**src/verilog/crr_pkg.sv**
```systemverilog
// constants for the core register reset and wake initialisation block
package crr_pkg;

    localparam int          NREG    = 22;
    localparam int          NSRC    = 11;
    localparam int          ADDR_W  = 8;
    localparam int          PC_W    = 21;

    // register word indices; byte address is index times four
    localparam logic [4:0]  IDX_STACK_TOP_UPPER     = 5'h00;
    localparam logic [4:0]  IDX_STACK_TOP_HIGH      = 5'h01;
    localparam logic [4:0]  IDX_STACK_TOP_LOW       = 5'h02;
    localparam logic [4:0]  IDX_RETURN_STACK_PTR    = 5'h03;
    localparam logic [4:0]  IDX_PC_LATCH_UPPER      = 5'h04;
    localparam logic [4:0]  IDX_PC_LATCH_HIGH       = 5'h05;
    localparam logic [4:0]  IDX_PROG_COUNTER_LOW    = 5'h06;
    localparam logic [4:0]  IDX_TABLE_PTR_HIGH      = 5'h08;
    localparam logic [4:0]  IDX_WORKING_ACC         = 5'h12;
    localparam logic [4:0]  IDX_IRQ_CONTROL_MAIN    = 5'h0D;
    localparam logic [4:0]  IDX_IRQ_CONTROL_SECOND  = 5'h0E;
    localparam logic [4:0]  IDX_IRQ_CONTROL_THIRD   = 5'h0F;
    localparam logic [4:0]  IDX_INDIRECT_PTR0_HIGH  = 5'h10;
    localparam logic [7:0]  ADDR_EVENT_STATUS       = 8'h60;
    localparam logic [7:0]  ADDR_EVENT_MASK         = 8'h64;

    // reset source bit positions
    localparam int SRC_POWER_ON    = 0;
    localparam int SRC_BROWN_OUT   = 1;
    localparam int SRC_DEEP_SLEEP  = 2;
    localparam int SRC_PIN         = 3;
    localparam int SRC_WDT         = 4;
    localparam int SRC_RST_INSTR   = 5;
    localparam int SRC_STACK_FULL  = 6;
    localparam int SRC_STACK_UNDER = 7;
    localparam int SRC_CFG_MISMATCH = 8;
    localparam int SRC_WDT_WAKE    = 9;
    localparam int SRC_IRQ_WAKE    = 10;

    localparam logic [10:0] POWER_SRC_MASK = 11'h007;
    localparam logic [10:0] WARM_SRC_MASK  = 11'h1F8;
    localparam logic [10:0] WAKE_SRC_MASK  = 11'h600;

    // irq control main: bit 7 high enable, bit 6 low enable
    localparam int GIE_HIGH_BIT = 7;
    localparam int GIE_LOW_BIT  = 6;

    localparam logic [20:0] VEC_HIGH = 21'h000008;
    localparam logic [20:0] VEC_LOW  = 21'h000018;
    localparam logic [20:0] PC_STEP  = 21'h000002;

    // event status bits
    localparam int EV_POWER  = 0;
    localparam int EV_WARM   = 1;
    localparam int EV_WAKE   = 2;
    localparam int EV_VECTOR = 3;

    localparam logic [7:0] REG_RESET [NREG] = '{
        8'h00, 8'h00, 8'h00, 8'h00, 8'h00, 8'h00, 8'h00, 8'h00,
        8'h00, 8'h00, 8'h00, 8'h00, 8'h00, 8'h00, 8'hFF, 8'hC0,
        8'h00, 8'h00, 8'h00, 8'h00, 8'h00, 8'h00};
    localparam logic [7:0] REG_MASK [NREG] = '{
        8'h1F, 8'hFF, 8'hFF, 8'hDF, 8'h1F, 8'hFF, 8'hFF, 8'h3F,
        8'hFF, 8'hFF, 8'hFF, 8'hFF, 8'hFF, 8'hFF, 8'hFF, 8'hFF,
        8'h0F, 8'hFF, 8'hFF, 8'h0F, 8'hFF, 8'h0F};
    // bits a power class leaves alone (undefined contents)
    localparam logic [7:0] POWER_KEEP [NREG] = '{
        8'h00, 8'h00, 8'h00, 8'h00, 8'h00, 8'h00, 8'h00, 8'h00,
        8'h00, 8'h00, 8'h00, 8'hFF, 8'hFF, 8'h01, 8'h00, 8'h00,
        8'h00, 8'hFF, 8'hFF, 8'h00, 8'hFF, 8'h00};
    // bits a warm class preserves
    localparam logic [7:0] WARM_KEEP [NREG] = '{
        8'h00, 8'h00, 8'h00, 8'hC0, 8'h00, 8'h00, 8'h00, 8'h00,
        8'h00, 8'h00, 8'h00, 8'hFF, 8'hFF, 8'h01, 8'h00, 8'h00,
        8'h00, 8'hFF, 8'hFF, 8'h00, 8'hFF, 8'h00};

    typedef enum logic [3:0] {
        CLS_NONE  = 4'b0001,
        CLS_POWER = 4'b0010,
        CLS_WARM  = 4'b0100,
        CLS_WAKE  = 4'b1000
    } crr_class_t;

endpackage : crr_pkg

```
**src/verilog/crr_core_regs.sv**
```systemverilog
// core register bank with reset class and wake initialisation, apb slave
`timescale 1ns/1ps
`default_nettype none

//////////////////////////////////////////////////////////////////////////////
// Function
// - three init classes: power, warm, wake
// - vectored wake pushes pc, bumps stack pointer
// - vectored wake loads high or low vector
// - power/warm clear pc low; non-vectored wake pc plus two
// - wake records cause bits in irq control
// - irq control main: clear 7..1, bit0 special
// - irq control second ones on power/warm
// - irq control third 0xC0 on power/warm
// - stack pointer: power clears, warm keeps flags
// - pc latch upper, stack top upper clear
// - table pointers and latch clear, wake keeps
// - product, working, pointer low keep contents
// - pointer high and bank select clear
// - indirect ports have no storage
module crr_core_regs (
    input  wire logic                 core_clk,
    input  wire logic                 nrst,
    input  wire logic                 psel,
    input  wire logic                 penable,
    input  wire logic                 pwrite,
    input  wire logic [7:0]           paddr,
    input  wire logic [31:0]          pwdata,
    output logic      [31:0]          prdata,
    output logic                      pready,
    output logic                      pslverr,
    input  wire logic [10:0]          rst_src,
    input  wire logic [20:0]          wake_pc,
    input  wire logic                 wake_high_prio,
    input  wire logic [7:0]           wake_irq_flags,
    output logic      [20:0]          pc_out,
    output crr_pkg::crr_class_t       class_out,
    output logic                      irq
);

    //////////////////////////////////////////////////////////////////////////
    function automatic crr_pkg::crr_class_t decode_class(
        input logic [10:0] src
    );
        // power outranks warm outranks wake, so only one ever applies
        if ((src & crr_pkg::POWER_SRC_MASK) != 11'h000) begin
            return crr_pkg::CLS_POWER;
        end
        if ((src & crr_pkg::WARM_SRC_MASK) != 11'h000) begin
            return crr_pkg::CLS_WARM;
        end
        if ((src & crr_pkg::WAKE_SRC_MASK) != 11'h000) begin
            return crr_pkg::CLS_WAKE;
        end
        return crr_pkg::CLS_NONE;
    endfunction : decode_class

    function automatic logic [7:0] apply_reset(
        input logic [7:0] cur,
        input logic [7:0] keep,
        input logic [7:0] rval
    );
        return (cur & keep) | (rval & ~keep);
    endfunction : apply_reset

    //////////////////////////////////////////////////////////////////////////
    logic [7:0]          regs_q [crr_pkg::NREG];
    logic [20:0]         pc_q;
    logic [3:0]          sts_q;
    logic [3:0]          msk_q;
    crr_pkg::crr_class_t cls_d;
    logic                gie;
    logic                vec_wake;
    logic                acc;
    logic                wr_fire;
    logic [4:0]          idx;
    logic                reg_hit;
    logic                sts_hit;
    logic                msk_hit;
    logic [3:0]          sts_set;

    always_comb begin
        cls_d    = decode_class(rst_src);
        gie      = regs_q[crr_pkg::IDX_IRQ_CONTROL_MAIN][crr_pkg::GIE_HIGH_BIT]
                 | regs_q[crr_pkg::IDX_IRQ_CONTROL_MAIN][crr_pkg::GIE_LOW_BIT];
        vec_wake = (cls_d == crr_pkg::CLS_WAKE)
                 && rst_src[crr_pkg::SRC_IRQ_WAKE] && gie;
        acc      = psel && penable;
        wr_fire  = acc && pwrite && pready;
        idx      = paddr[6:2];
        // indirect ports own no storage, so they decode as unmapped
        reg_hit  = (paddr[1:0] == 2'h0) && !paddr[7]
                 && (idx < 5'(crr_pkg::NREG));
        sts_hit  = paddr == crr_pkg::ADDR_EVENT_STATUS;
        msk_hit  = paddr == crr_pkg::ADDR_EVENT_MASK;
        sts_set  = 4'h0;
        sts_set[crr_pkg::EV_POWER]  = cls_d == crr_pkg::CLS_POWER;
        sts_set[crr_pkg::EV_WARM]   = cls_d == crr_pkg::CLS_WARM;
        sts_set[crr_pkg::EV_WAKE]   = cls_d == crr_pkg::CLS_WAKE;
        sts_set[crr_pkg::EV_VECTOR] = vec_wake;
    end

    //////////////////////////////////////////////////////////////////////////
    // register bank; a reset class outranks a software write that cycle
    always_ff @(posedge core_clk or negedge nrst) begin
        if (!nrst) begin
            for (int i = 0; i < crr_pkg::NREG; i++) begin
                regs_q[i] <= crr_pkg::REG_RESET[i];
            end
        end else begin
            unique case (cls_d)
                crr_pkg::CLS_POWER: begin
                    for (int i = 0; i < crr_pkg::NREG; i++) begin
                        regs_q[i] <= apply_reset(regs_q[i],
                            crr_pkg::POWER_KEEP[i],
                            crr_pkg::REG_RESET[i]);
                    end
                end
                crr_pkg::CLS_WARM: begin
                    for (int i = 0; i < crr_pkg::NREG; i++) begin
                        regs_q[i] <= apply_reset(regs_q[i],
                            crr_pkg::WARM_KEEP[i],
                            crr_pkg::REG_RESET[i]);
                    end
                end
                crr_pkg::CLS_WAKE: begin
                    // everything else holds; only cause bits and stack move
                    regs_q[crr_pkg::IDX_IRQ_CONTROL_MAIN] <=
                        regs_q[crr_pkg::IDX_IRQ_CONTROL_MAIN]
                        | wake_irq_flags;
                    if (vec_wake) begin
                        regs_q[crr_pkg::IDX_STACK_TOP_UPPER] <=
                            {3'h0, wake_pc[20:16]};
                        regs_q[crr_pkg::IDX_STACK_TOP_HIGH] <=
                            wake_pc[15:8];
                        regs_q[crr_pkg::IDX_STACK_TOP_LOW] <=
                            wake_pc[7:0];
                        regs_q[crr_pkg::IDX_RETURN_STACK_PTR][4:0] <=
                            regs_q[crr_pkg::IDX_RETURN_STACK_PTR][4:0]
                            + 5'h01;
                    end
                end
                crr_pkg::CLS_NONE: begin
                    if (wr_fire && reg_hit) begin
                        regs_q[idx] <= pwdata[7:0] & crr_pkg::REG_MASK[idx];
                    end
                end
            endcase
        end
    end

    // program counter; low byte is the software-visible part
    always_ff @(posedge core_clk or negedge nrst) begin
        if (!nrst) begin
            pc_q <= 21'h000000;
        end else begin
            unique case (cls_d)
                crr_pkg::CLS_POWER, crr_pkg::CLS_WARM: begin
                    pc_q <= 21'h000000;
                end
                crr_pkg::CLS_WAKE: begin
                    if (vec_wake) begin
                        pc_q <= wake_high_prio ? crr_pkg::VEC_HIGH
                                               : crr_pkg::VEC_LOW;
                    end else begin
                        pc_q <= wake_pc + crr_pkg::PC_STEP;
                    end
                end
                crr_pkg::CLS_NONE: begin
                    if (wr_fire && reg_hit
                        && idx == crr_pkg::IDX_PROG_COUNTER_LOW) begin
                        pc_q[7:0] <= pwdata[7:0];
                    end
                end
            endcase
        end
    end

    always_ff @(posedge core_clk or negedge nrst) begin
        if (!nrst) begin
            pc_out    <= 21'h000000;
            class_out <= crr_pkg::CLS_NONE;
        end else begin
            pc_out    <= pc_q;
            class_out <= cls_d;
        end
    end

    //////////////////////////////////////////////////////////////////////////
    // event status: a set in the clearing cycle wins over the clear
    always_ff @(posedge core_clk or negedge nrst) begin
        if (!nrst) begin
            sts_q <= 4'h0;
        end else if (wr_fire && sts_hit) begin
            sts_q <= (sts_q & ~pwdata[3:0]) | sts_set;
        end else begin
            sts_q <= sts_q | sts_set;
        end
    end

    always_ff @(posedge core_clk or negedge nrst) begin
        if (!nrst) begin
            msk_q <= 4'h0;
        end else if (wr_fire && msk_hit) begin
            msk_q <= pwdata[3:0];
        end
    end

    // registered, so irq trails the status bit by one cycle
    always_ff @(posedge core_clk or negedge nrst) begin
        if (!nrst) begin
            irq <= 1'b0;
        end else begin
            irq <= |(sts_q & msk_q);
        end
    end

    //////////////////////////////////////////////////////////////////////////
    // apb: one wait state, pready high in the second access cycle
    always_ff @(posedge core_clk or negedge nrst) begin
        if (!nrst) begin
            pready  <= 1'b0;
            pslverr <= 1'b0;
            prdata  <= 32'h00000000;
        end else begin
            pready  <= acc && !pready;
            pslverr <= acc && !pready && !(reg_hit || sts_hit || msk_hit);
            if (acc && !pready && !pwrite) begin
                if (reg_hit && idx == crr_pkg::IDX_PROG_COUNTER_LOW) begin
                    prdata <= {24'h000000, pc_q[7:0]};
                end else if (reg_hit) begin
                    prdata <= {24'h000000, regs_q[idx]};
                end else if (sts_hit) begin
                    prdata <= {28'h0000000, sts_q};
                end else if (msk_hit) begin
                    prdata <= {28'h0000000, msk_q};
                end else begin
                    prdata <= 32'h00000000;
                end
            end else begin
                prdata <= 32'h00000000;
            end
        end
    end
endmodule : crr_core_regs

`default_nettype wire

```
**config.mk**
```make
export PLATFORM = sky130hd
export DESIGN_NAME = crr_core_regs
export DESIGN_NICKNAME = d
export VERILOG_FILES = /design/src/verilog/crr_pkg.sv /design/src/verilog/crr_core_regs.sv
export SDC_FILE = /design/constraint.sdc
export NUM_CORES = 1
export LEC_CHECK = 0
export ABC_AREA = 1
export ABC_CLOCK_PERIOD_IN_PS = 2110
export BUFFER_PORTS_ARGS = -buffer_cell sky130_fd_sc_hd__buf_2
export CORE_ASPECT_RATIO = 0.9
export CORE_UTILIZATION = 35
export DETAILED_ROUTE_END_ITERATION = 10
export SYNTH_ARGS = -nofsm -noshare
export SYNTH_HDL_FRONTEND = slang
export SYNTH_SLANG_ARGS = --single-unit
```
**constraint.sdc**
```tcl
create_clock -name core_clk -period 2.11 [get_ports core_clk]
set_input_delay 0.422 -clock core_clk [delete_from_list [all_inputs] [get_ports core_clk]]
set_output_delay 0.422 -clock core_clk [all_outputs]
set_load 0.01 [all_outputs]
```
Yosys cells after proc, flatten, opt, wreduce, memory -nomap -nowiden
Memory sizes are Yosys's and may differ from the RTL's.
Cells that the tools add are included.
{"block": "word_totals", "ff_bits": 265, "elab_cells": 140, "inputBits": 86, "out_inout_bits": 60, "ram_bits": 0, "mem_bits_ro": 256, "memories": 1, "latch_bits": 0}
{"name": "(name not given)", "depth": 32, "word_bits": 8, "rd": 1, "rd_ports_with_merged_regs": 0, "wr": 0, "line_no": "crr_core_regs.sv:145", "source": "regs_q[idx] <= pwdata[7:0] & crr_pkg::REG_MASK[idx];"}
{"block": "op_classes", "multipliers": 0, "div_mod_pow": 0, "shift": 0, "order_cmp": 3, "muxes": 40, "reduce_logical": 38, "n_eq_ne": 10, "n_addsub": 2, "n_bitwise": 11}
{"op": "176-bit bitwise mux", "n": 1}
{"op": "176-bit two-way mux", "n": 1}
{"op": "72-bit case mux with 2 select lines", "n": 1}
{"op": "64-bit case mux with 2 select lines", "n": 1}
{"op": "24-bit case mux with 3 select lines", "n": 1}
{"op": "32-bit two-way mux", "n": 2}
{"op": "8-bit two-way mux", "n": 7}
{"op": "8-bit case mux with 3 select lines", "n": 2}
{"op": "8-bit binary-select mux with 5-bit select", "n": 1}
{"op": "8-bit demux with 5-bit select", "n": 1}
{"op": "4-bit two-way mux", "n": 9}
{"op": "11-bit nonzero test", "n": 3}
{"op": "13-bit case mux with 2 select lines", "n": 1}
{"op": "24-bit two-way mux", "n": 1}
{"op": "21-bit by 2-bit adder with 21-bit output (second input constant)", "n": 1}
{"op": "21-bit two-way mux", "n": 1}
{"op": "8-bit by 7-bit == test with 1-bit output (second input constant)", "n": 2}
{"op": "1-bit logical AND", "n": 16}
{"op": "5-bit case mux with 3 select lines", "n": 1}
{"op": "5-bit two-way mux", "n": 2}
{"op": "3-bit case mux with 3 select lines", "n": 1}
{"op": "4-bit bitwise AND", "n": 2}
{"op": "8-bit bitwise AND", "n": 1}
{"op": "4-bit bitwise OR", "n": 2}
{"op": "25 further kinds", "n": 43}

Depth between registers and ports, before layout
Gate-level depths: netlist (run 1).
{"block": "logic_depth", "ltp_word": 13, "mapped_depth": 14, "ltp_nobuf": 12}

Least setup slack after synthesis (run 1)
OpenSTA, ideal clock, no wires.
{"block": "synth_timing", "kind": "input to register", "from": "in paddr[2]", "to": "reg regs_q[123] in the netlist's numbering", "stages": 14, "t_arrival_ns": 2.452, "path_buffers": 5, "setup_time_ns": 0.126, "setup_slack_ns": -0.468, "required_time_ns": 1.984, "cell_sequence": "buf_2 > inv_2 > buf_2 > buf_1 > ha_1 > clkbuf_1 > inv_1 > nor2_2 > nand2_1 > nand2_2 > nand2_4 > buf_6 > nand2_1 > o21ai_0"}
{"block": "synth_between", "elab_chain_len": 8, "word_cells_on_any_way": 18, "cone_classes": "order compare (3); eq/ne (1); mux (7); bitwise (2); reduce/logical (4); memory (1)"}
{"element": "start: declaration", "line_no": "crr_core_regs.sv:27", "source": "input wire logic [7:0] paddr,"}
{"element": "5-bit NOT with 6-bit output (implied by the code)", "line_no": "crr_core_regs.sv:145"}
{"element": "memory 32 x 8 bit (tied with other cells)"}
{"element": "8-bit two-way mux (implied by the code) or 1-bit logical AND (tied branches)", "line_no": "crr_core_regs.sv:145"}
{"element": "8-bit two-way mux (implied by the code)", "line_no": "crr_core_regs.sv:145"}
{"element": "8-bit bitwise AND or 8-bit demux with 5-bit select (tied branches)", "line_no": "crr_core_regs.sv:145"}
{"element": "176-bit bitwise mux", "line_no": "crr_core_regs.sv:145"}
{"element": "176-bit two-way mux", "line_no": "crr_core_regs.sv:144", "source": "if (wr_fire && reg_hit) begin"}
{"element": "72-bit case mux with 2 select lines", "line_no": "crr_core_regs.sv:111", "source": "unique case (cls_d)"}
{"element": "end signal: indexed assignment", "line_no": "crr_core_regs.sv:108", "source": "regs_q[i] <= crr_pkg::REG_RESET[i];"}
{"element": "end signal: indexed assignment", "line_no": "crr_core_regs.sv:114", "source": "regs_q[i] <= apply_reset(regs_q[i],"}
{"element": "end signal: indexed assignment", "line_no": "crr_core_regs.sv:145"}
{"element": "end: declaration", "line_no": "crr_core_regs.sv:67", "source": "logic [7:0] regs_q [crr_pkg::NREG];"}
Several ways; a longest one is shown, not always the timed one. The select of a mux whose other input is x is not followed.
A chain may end at the register's enable or synchronous reset.

Final worst setup path (run 1)
{"block": "layout_timing", "from": "reg pready", "to": "reg regs_q[102] in the netlist's numbering"}
{"block": "layout_between", "elab_chain_len": 4}
{"element": "start: declaration", "line_no": "crr_core_regs.sv:30", "source": "output logic pready,"}
{"element": "start signal: assignment", "line_no": "crr_core_regs.sv:226", "source": "pready <= acc && !pready;"}
{"element": "1-bit logical AND", "line_no": "crr_core_regs.sv:89", "source": "wr_fire = acc && pwrite && pready;"}
{"element": "1-bit logical AND", "line_no": "crr_core_regs.sv:144"}
{"element": "2-bit != test (no source line)"}
{"element": "2-bit AND reduction (no source line)"}
{"element": "end signal: indexed assignment", "line_no": "crr_core_regs.sv:108"}
{"element": "end signal: indexed assignment", "line_no": "crr_core_regs.sv:138", "source": "regs_q[crr_pkg::IDX_RETURN_STACK_PTR][4:0] <="}
{"element": "end signal: indexed assignment", "line_no": "crr_core_regs.sv:145"}
Every way passes these cells.

==> summary.txt, run 1 <==
Timing
  • Max-slew violations: 0
  • Final hold vios: 0
  • Worst Skew: 0.0215 ns
  • Final hold slack: 0.115 ns
  • Unrepaired setup endpoints after global routing: no
  • Worst slew pin tran: 0.705 ns
  • Period minus WS final: 1.86 ns
  • Final Setup Violations: 0
  • Max-Slew Margin vs Limit: 0.528
  • Peak Freq: 539 MHz
  • Period utilization: 0.880

Logic synthesis
  • Seq cells post-synth: 241
  • Fraction of the mapped netlist area in compound gates: 0.126
  • Post-synth top area cell: dfrtp_1
  • Async S/R FF share, synth: 1.00
  • Synth Area in Adders: 0.00597
  • Synthesized instance count: 1716
  • Synthesized area per cell: 7.33 um2
  • Synth Cell Area: between 10000 and 15000 um2
  • Simple-gate share of the synthesized area: 0.299
  • Yosys cell types: 40
  • Synth area leaders: dfrtp_1 46%, nand2_1 20%, o21ai_0 8.4%
  • Largest family of logic cells by synthesized area: simple AND/OR/NAND/NOR gates
  • Synth top area share: 0.458
  • Post-synthesis xor/xnor area fraction: 0.00418
  • Yosys warnings: 0
  • Register area share after synthesis: 0.481
  • Post-synthesis mux area share: 0
  • Post-synth EDFFs: 0
  • Ys flop type: dfrtp_1

Power
  • Leakage: 7.93 nW
  • Clock power share: 0.462
  • Maximum vdd drop: 378 uV
  • Gate power share: 0.088
  • Switching Share: 0.249
  • Net switching power: 0.00257 W
  • Sequential share of power: 0.450
  • PD cells: between 600 and 700 nW/um2
  • Internal Power: 0.00774 W

Place
  • Port Buffers: 97
  • Final GP Congestion: 0.957
  • DP Wirelength: 30400 um
  • Dpl cells: 2329

Route
  • Vias post-DR: around 12k
  • Drt wl/cell: 17.4 um
  • DR pass1 iterations: 6
  • Initial DRC count: 1175
  • WL final: 41400 um
  • DRC Markers: 0
  • Post-DRT Antenna Nets: 0
  • Via density: 5.03

Setup path
  • Data required, critical path: 2.59 ns
  • Largest fanout on the critical path: 7
  • Crit start category: register
  • Reg-to-Reg End: regs_q[102]$_DFFE_PN0P_
  • Worst setup EP type: register
  • WP data arrival: roughly 2.3 ns
  • Reg2reg setup slack: 0.25 ns
  • Crit path kind: reg -> reg
  • Worst r2r src: pready$_DFF_PN0_
  • FF-to-FF path depth: 8

Floorplan
  • Die ar.: 36700 um2
  • # rows: 65
  • Die width: 202 um
  • Floorplan core area: 35200 um2
  • Initial Util: 0.357
  • Height of the die: 182 um
  • I/O Pins: around 150

Global route
  • Total gr overflow: 0
  • Total track usage: 0.226
  • First-pass GRT wire length: around 64000 um
  • Initial antenna violation count: 0
  • Vias in the first global route: 11.4k
  • Largest net degree at the start of global routing: 53

Cells and area
  • Post-Layout Cell Count: 2380
  • Final Net Count: 1982
  • Share of layout cells above drive strength 1: 0.166
  • Antenna Cells: 0
  • Layout area overhead: 21.4%

Clock network
  • CTS Sinks: 241
  • CTS Root Cell: clkbuf_16
  • Total CTS buffers: 27
  • Clock latency on the worst-skew pair: 0.55 ns
  • TritonCTS clock tree: done
  • Max Buffers Root-to-Sink: 3
  • CTS H-tree lvls: 1
  • Post-CTS setup buffer count: 0
  • Worst-path clk slew: ~0.07 ns

Hold path
  • Hold EP: pready$_DFF_PN0_
  • Hold Crit Start: penable
  • HP Class: in -> reg
  • Hold Path Stages: 3

Outcome
  • Status: finished clean

Run
  • Max-cap viol count: 0
-- cell usage in the layout (no fill, tap or decap), types with 6 or more instances in the layout --
cell type and n:
buf_4 98, buf_12 16, xor2_1 6, a21oi_1 37, dfrtp_1 230, clkbuf_1 8
inv_1 142, clkinv_2 8, o22ai_1 14, nand3_2 8, nand3_1 68, o21ai_2 7
nand4_1 20, buf_2 96, clkbuf_16 27, inv_2 6, o21ai_0 210, a21oi_2 9
conb_1 24, nand2_2 8, nand2_1 654, dfstp_2 11, nor2_1 140, nor3_1 14
-- cells by family (layout without fill, tap and decap cells) --
family,count (synthesis),after routing
adders and majority gates,6,6
buffers and inverters,242,414
xor gates and xnor gates,6,6
AOI/OAI and AO/OA,294,294
DFF,241,241
other,1,24
and+or+nand+nor,926,926
-- state kept, by name, summed over array words and instances, names as in the netlist --
name	count
pslverr	1
msk_q	4
sts_q	4
regs_q	176
pready	1
irq	1
prdata	8
class_out	4
pc_q	21
pc_out	21
-- cells in the mapped netlist (2+ instances only) --
cell	count
nor2_2	2
o211ai_1	5
or2_2	2
nand4_1	20
a21oi_2	9
buf_4	26
clkbuf_1	32
nand3_2	7
dfrtp_1	230
inv_1	144
dfstp_2	11
a21oi_1	37
buf_2	19
o21ai_0	211
nor2_4	2
nor3_1	14
buf_1	9
inv_2	7
xor2_1	6
nor2_1	142
o21ai_2	7
a31oi_1	5
nand2_2	7
nor4_1	2
o21ai_1	3
buf_6	3
o22ai_1	14
nand3_1	69
ha_1	6
nand2_1	655
-- per-stage QoR --
| stage | total power [W] | setup slack [ns] | TNS, ns | cell area (um2) | util |
|---|---|---|---|---|---|
| after floorplan | 0.00514 | 0.0305 | 0 | 12700 | - |
| after global placement | 0.00561 | -0.161 | -1.59 | 14400 | 0.408 |
| after detailed placement | 0.00561 | -0.156 | -2.64 | 14400 | 0.408 |
| after CTS | 0.0104 | 0.243 | 0 | 15300 | 0.433 |
| after global routing | 0.0106 | 0.0328 | 0 | 15300 | 0.433 |
| final | 0.0103 | 0.254 | 0 | 15300 | 0.433 |
-- worst max path at each step --
stage	startpoint	endpoint	cells past startpoint
6_report	pready$_DFF_PN0_	regs_q[102]$_DFFE_PN0P_	8
3_3_place_gp	paddr[2]	regs_q[149]$_DFFE_PN0P_	10
2_1_floorplan	paddr[2]	sts_q[2]$_DFF_PN0_	11
5_1_grt	pready$_DFF_PN0_	regs_q[110]$_DFFE_PN0P_	8
4_1_cts	pready$_DFF_PN0_	regs_q[102]$_DFFE_PN0P_	8
3_5_place_dp	paddr[2]	regs_q[102]$_DFFE_PN0P_	9
-- power groups by stage --
stage | clock, W | combinational (W) | sequential (W)
2_1_floorplan | 0 | 0.000413 | 0.00472
3_3_place_gp | 0 | 0.000891 | 0.00472
3_5_place_dp | 0 | 0.000894 | 0.00472
4_1_cts | 0.00485 | 0.000900 | 0.00464
5_1_grt | 0.00502 | 0.000990 | 0.00464
6_report | 0.00476 | 0.000907 | 0.00464
-- worst max-delay path, cell delays in order, from the launching register on --
cell,delay [ns]
dfrtp_1,0.36
nand4_1,0.14
inv_1,0.13
nand2_2,0.13
nand2_1,0.16
nand2_1,0.09
nor2_1,0.55
nand2_1,0.12
nand2_1,0.10
-- repair_timing --
item,4_1_cts,5_1_grt
setup endpoints to repair,0,0
resized for setup,0,0
hold endpoints to repair,40,0
hold buffers,1,0
-- metal layers --
| metal | track usage | part of all wire | up-vias |
|---|---|---|---|
| li1 | - | - | 5749 |
| met1 | 0.328 | 0.46 | 5663 |
| met2 | 0.336 | 0.42 | 490 |
| met3 | 0.0503 | 0.092 | 68 |
| met4 | 0.0618 | 0.025 | 0 |
| met5 | 0 | 0 | - |
-- cell type report --
type / count / area [um2]
clock buffer: 38 / 747
clock inverter: 12 / 139
fill: 3595 / 20000
inverter: 152 / 578
multi-input combinational: 1256 / 5600
sequential: 241 / 6040
tap: 469 / 587
timing repair buffer: 212 / 1560
No activity file was read; power rests on OpenSTA's default activity.
==> inputs of run 2 (changes only) <==
--- a/config.mk
+++ b/config.mk
@@ -7,7 +7,7 @@
 export LEC_CHECK = 0
 export ABC_AREA = 1
 export ABC_CLOCK_PERIOD_IN_PS = 2110
-export BUFFER_PORTS_ARGS = -buffer_cell sky130_fd_sc_hd__buf_2
+export BUFFER_PORTS_ARGS = -buffer_cell sky130_fd_sc_hd__buf_4
 export CORE_ASPECT_RATIO = 0.9
 export CORE_UTILIZATION = 35
 export DETAILED_ROUTE_END_ITERATION = 10
==> run 2 against run 1 <==
  * Cell area increased by 2.3%
  * Flip-flop and latch count unchanged
  * Utilization increased by 1.0 points
  * Critical path depth increased by 1
  * Maximum frequency decreased by 1.5%
  * Setup slack got worse by 0.029 ns
  * Clock-buffer cell count increased by 3
  * Register-to-register slack got worse by 0.03 ns
  * Via count decreased by 0.33%
  * Critical endpoint is now regs_q[162]$_DFFE_PN0P_
==> summary.txt, run 2 (synthesis gave the netlist of run 1 again) <==
Cells and area
  • Commonest cells after routing, fill and taps aside: 654 x nand2_1, 230 x dfrtp_1, 210 x o21ai_0
  • Layout area overhead: 24.2%
  • Post-Layout Cell Count: 2381 (+0.042%)
  • Commonest non-fill, non-tap cell in the layout: nand2_1
  • Largest registers: regs_q x176, pc_out x21, pc_q x21
  • Fin util: 0.443 (+0.0102)
  • Share of layout cells above drive strength 1: 0.169 (+0.00253)
  • Antenna Cells: 0 (unchanged)
  • Max FFs per register: 176 (unchanged)
  • Fin area: 15600 um2 (+2.3%)
  • Biggest register: regs_q
  • Final Net Count: 1982 (unchanged)

Global route
  • Total gr overflow: 0 (unchanged)
  • Total track usage: 0.226 (about the same)
  • First-pass GRT wire length: 64600 um (+0.17%)
  • Initial antenna violation count: 0 (unchanged)
  • Vias in the first global route: 11.4k (-0.43%)
  • Largest net degree at the start of global routing: 67 (+26%)

Route
  • Post-DRT Antenna Nets: 0 (unchanged)
  • DRC Markers: 0 (unchanged)
  • Initial DRC count: 1272 (+8.3%)
  • DR pass1 iterations: 5 (-1)
  • Via density: 5.01 (-0.38%)
  • WL final: 41300 um (about the same)
  • Drt wl/cell: 17.4 um (-0.10%)
  • Vias post-DR: 11.9k (-0.33%)

Floorplan
  • I/O Pins: 146 (unchanged)
  • Height of the die: 182 um (unchanged)
  • Die ar.: 36700 um2 (unchanged)
  • Initial Util: 0.357 (unchanged)
  • Die width: 202 um (unchanged)
  • Floorplan core area: 35200 um2 (unchanged)
  • # rows: 65 (unchanged)

Place
  • DP Area: 14600 um2 (+1.8%)
  • Dpl cells: 2328 (-0.043%)
  • DP Wirelength: 30200 um (-0.63%)
  • Final GP Congestion: 0.935 (-2.2%)
  • Port Buffers: 97 (unchanged)

Hold path
  • Hold EP: pready$_DFF_PN0_
  • Hold Path Stages: 3 (unchanged)
  • Hold Crit Start: penable
  • HP Class: in -> reg

Clock network
  • Total CTS buffers: 28 (+3.7%)
  • CTS Root Cell: clkbuf_16
  • TritonCTS clock tree: done
  • Clock latency on the worst-skew pair: 0.56 ns (about the same)
  • CTS H-tree lvls: 1 (unchanged)
  • Max Buffers Root-to-Sink: 3 (unchanged)
  • Cts repair resizes: 0 (unchanged)
  • Worst-path clk slew: 0.06 ns (about the same)
  • CTS Sinks: 241 (unchanged)

Timing
  • Worst Skew: 0.0263 ns (+0.00476 ns)
  • Final hold vios: 0 (unchanged)
  • Final Setup Violations: 0 (unchanged)
  • Final hold slack: 0.103 ns (-0.0127 ns)
  • Unrepaired setup endpoints after global routing: no
  • Period minus WS final: 1.89 ns (+0.0290 ns)
  • Max-slew violations: 0 (unchanged)
  • Setup TNS: 0 ns (unchanged)
  • Period utilization: 0.894 (+0.0138)
  • Peak Freq: 530 MHz (-1.5%)

Run
  • Max-cap viol count: 0 (unchanged)

Setup path
  • Data required, critical path: 2.54 ns (-0.05 ns)
  • Crit path kind: reg -> reg
  • Worst r2r src: pready$_DFF_PN0_
  • Largest fanout on the critical path: 8 (+1)
  • WP data arrival: 2.32 ns (-0.02 ns)
  • FF-to-FF path depth: 9 (+1)
  • Reg2reg setup slack: 0.22 ns (-0.03 ns)
  • Reg-to-Reg End: regs_q[162]$_DFFE_PN0P_
  • CP startpoint: pready$_DFF_PN0_
  • Worst setup EP type: register
  • Crit start category: register

Power
  • Maximum vdd drop: 545 uV (+44%)
  • PD cells: 684 nW/um2 (+1.2%)
  • Leakage: 8.03 nW (+1.2%)

Outcome
  • Status: finished clean
run 2: cell count changes in the layout (fill, tap and decap cells not counted), sizes merged:
cell and change:
clkbuf +3, clkinv -2, clkinvlp +2, buf -1
inv -1
run 2: final cells by class:
class,instances,area [um2]
Fill cell,3561,19600
Sequential cell,241,6040
Multi-Input combinational cell,1256,5600
Timing Repair Buffer,211,1820
Clock buffer,41,840
Tap cell,469,587
Inverter,152,578
Clock inverter,11,146
run 2: metrics by stage:
| stage | power (W) | worst slack (ns) |
|---|---|---|
| 4_1_cts | 0.0107 | 0.221 |
| 3_3_place_gp | 0.00563 | -0.0879 |
| 2_1_floorplan | 0.00514 | 0.0305 |
| 3_5_place_dp | 0.00563 | -0.100 |
| 5_1_grt | 0.0110 | 0.0476 |
| 6_report | 0.0107 | 0.224 |
run 2: how the worst max path moves through the flow:
stage                                   end  depth (start not counted)
detailed placement  regs_q[166]$_DFFE_PN0P_                         13
global placement     regs_q[68]$_DFFE_PN0P_                         12
global route        regs_q[161]$_DFFE_PN0P_                          9
floorplan                sts_q[2]$_DFF_PN0_                         11
finish              regs_q[162]$_DFFE_PN0P_                          9
CTS                 regs_q[162]$_DFFE_PN0P_                          9
run 2: worst max-delay path, stage by stage (launching register included):
cell and delay (ns):
dfrtp_1 0.36, nand4_1 0.16, inv_1 0.14, nand2_2 0.13, nand2_1 0.27, nand2_1 0.14, inv_2 0.12, nand2_1 0.24
nand2_1 0.12, nand2_1 0.07
run 2: timing repair:
item	4_1_cts	5_1_grt
hold endpoints to repair	24	0
buffers inserted	0	0
hold buffers	1	0
run 2: per-layer routing:
| metal | wire, um | vias up | part of all wire | global-route usage |
|---|---|---|---|---|
| li1 | - | 5753 | - | - |
| met1 | 19300 | 5597 | 0.47 | 0.335 |
| met2 | 17600 | 518 | 0.43 | 0.335 |
| met3 | 3610 | 62 | 0.087 | 0.0440 |
| met4 | 855 | 0 | 0.021 | 0.0558 |
| met5 | 0 | - | 0 | 0 |
run 2: report_power, final:
group	internal, W	leakage, nW	switching, W
combinational	0.000302	4.24	0.000617
sequential	0.00463	3.31	0.00000474
clock	0.00312	0.484	0.00201
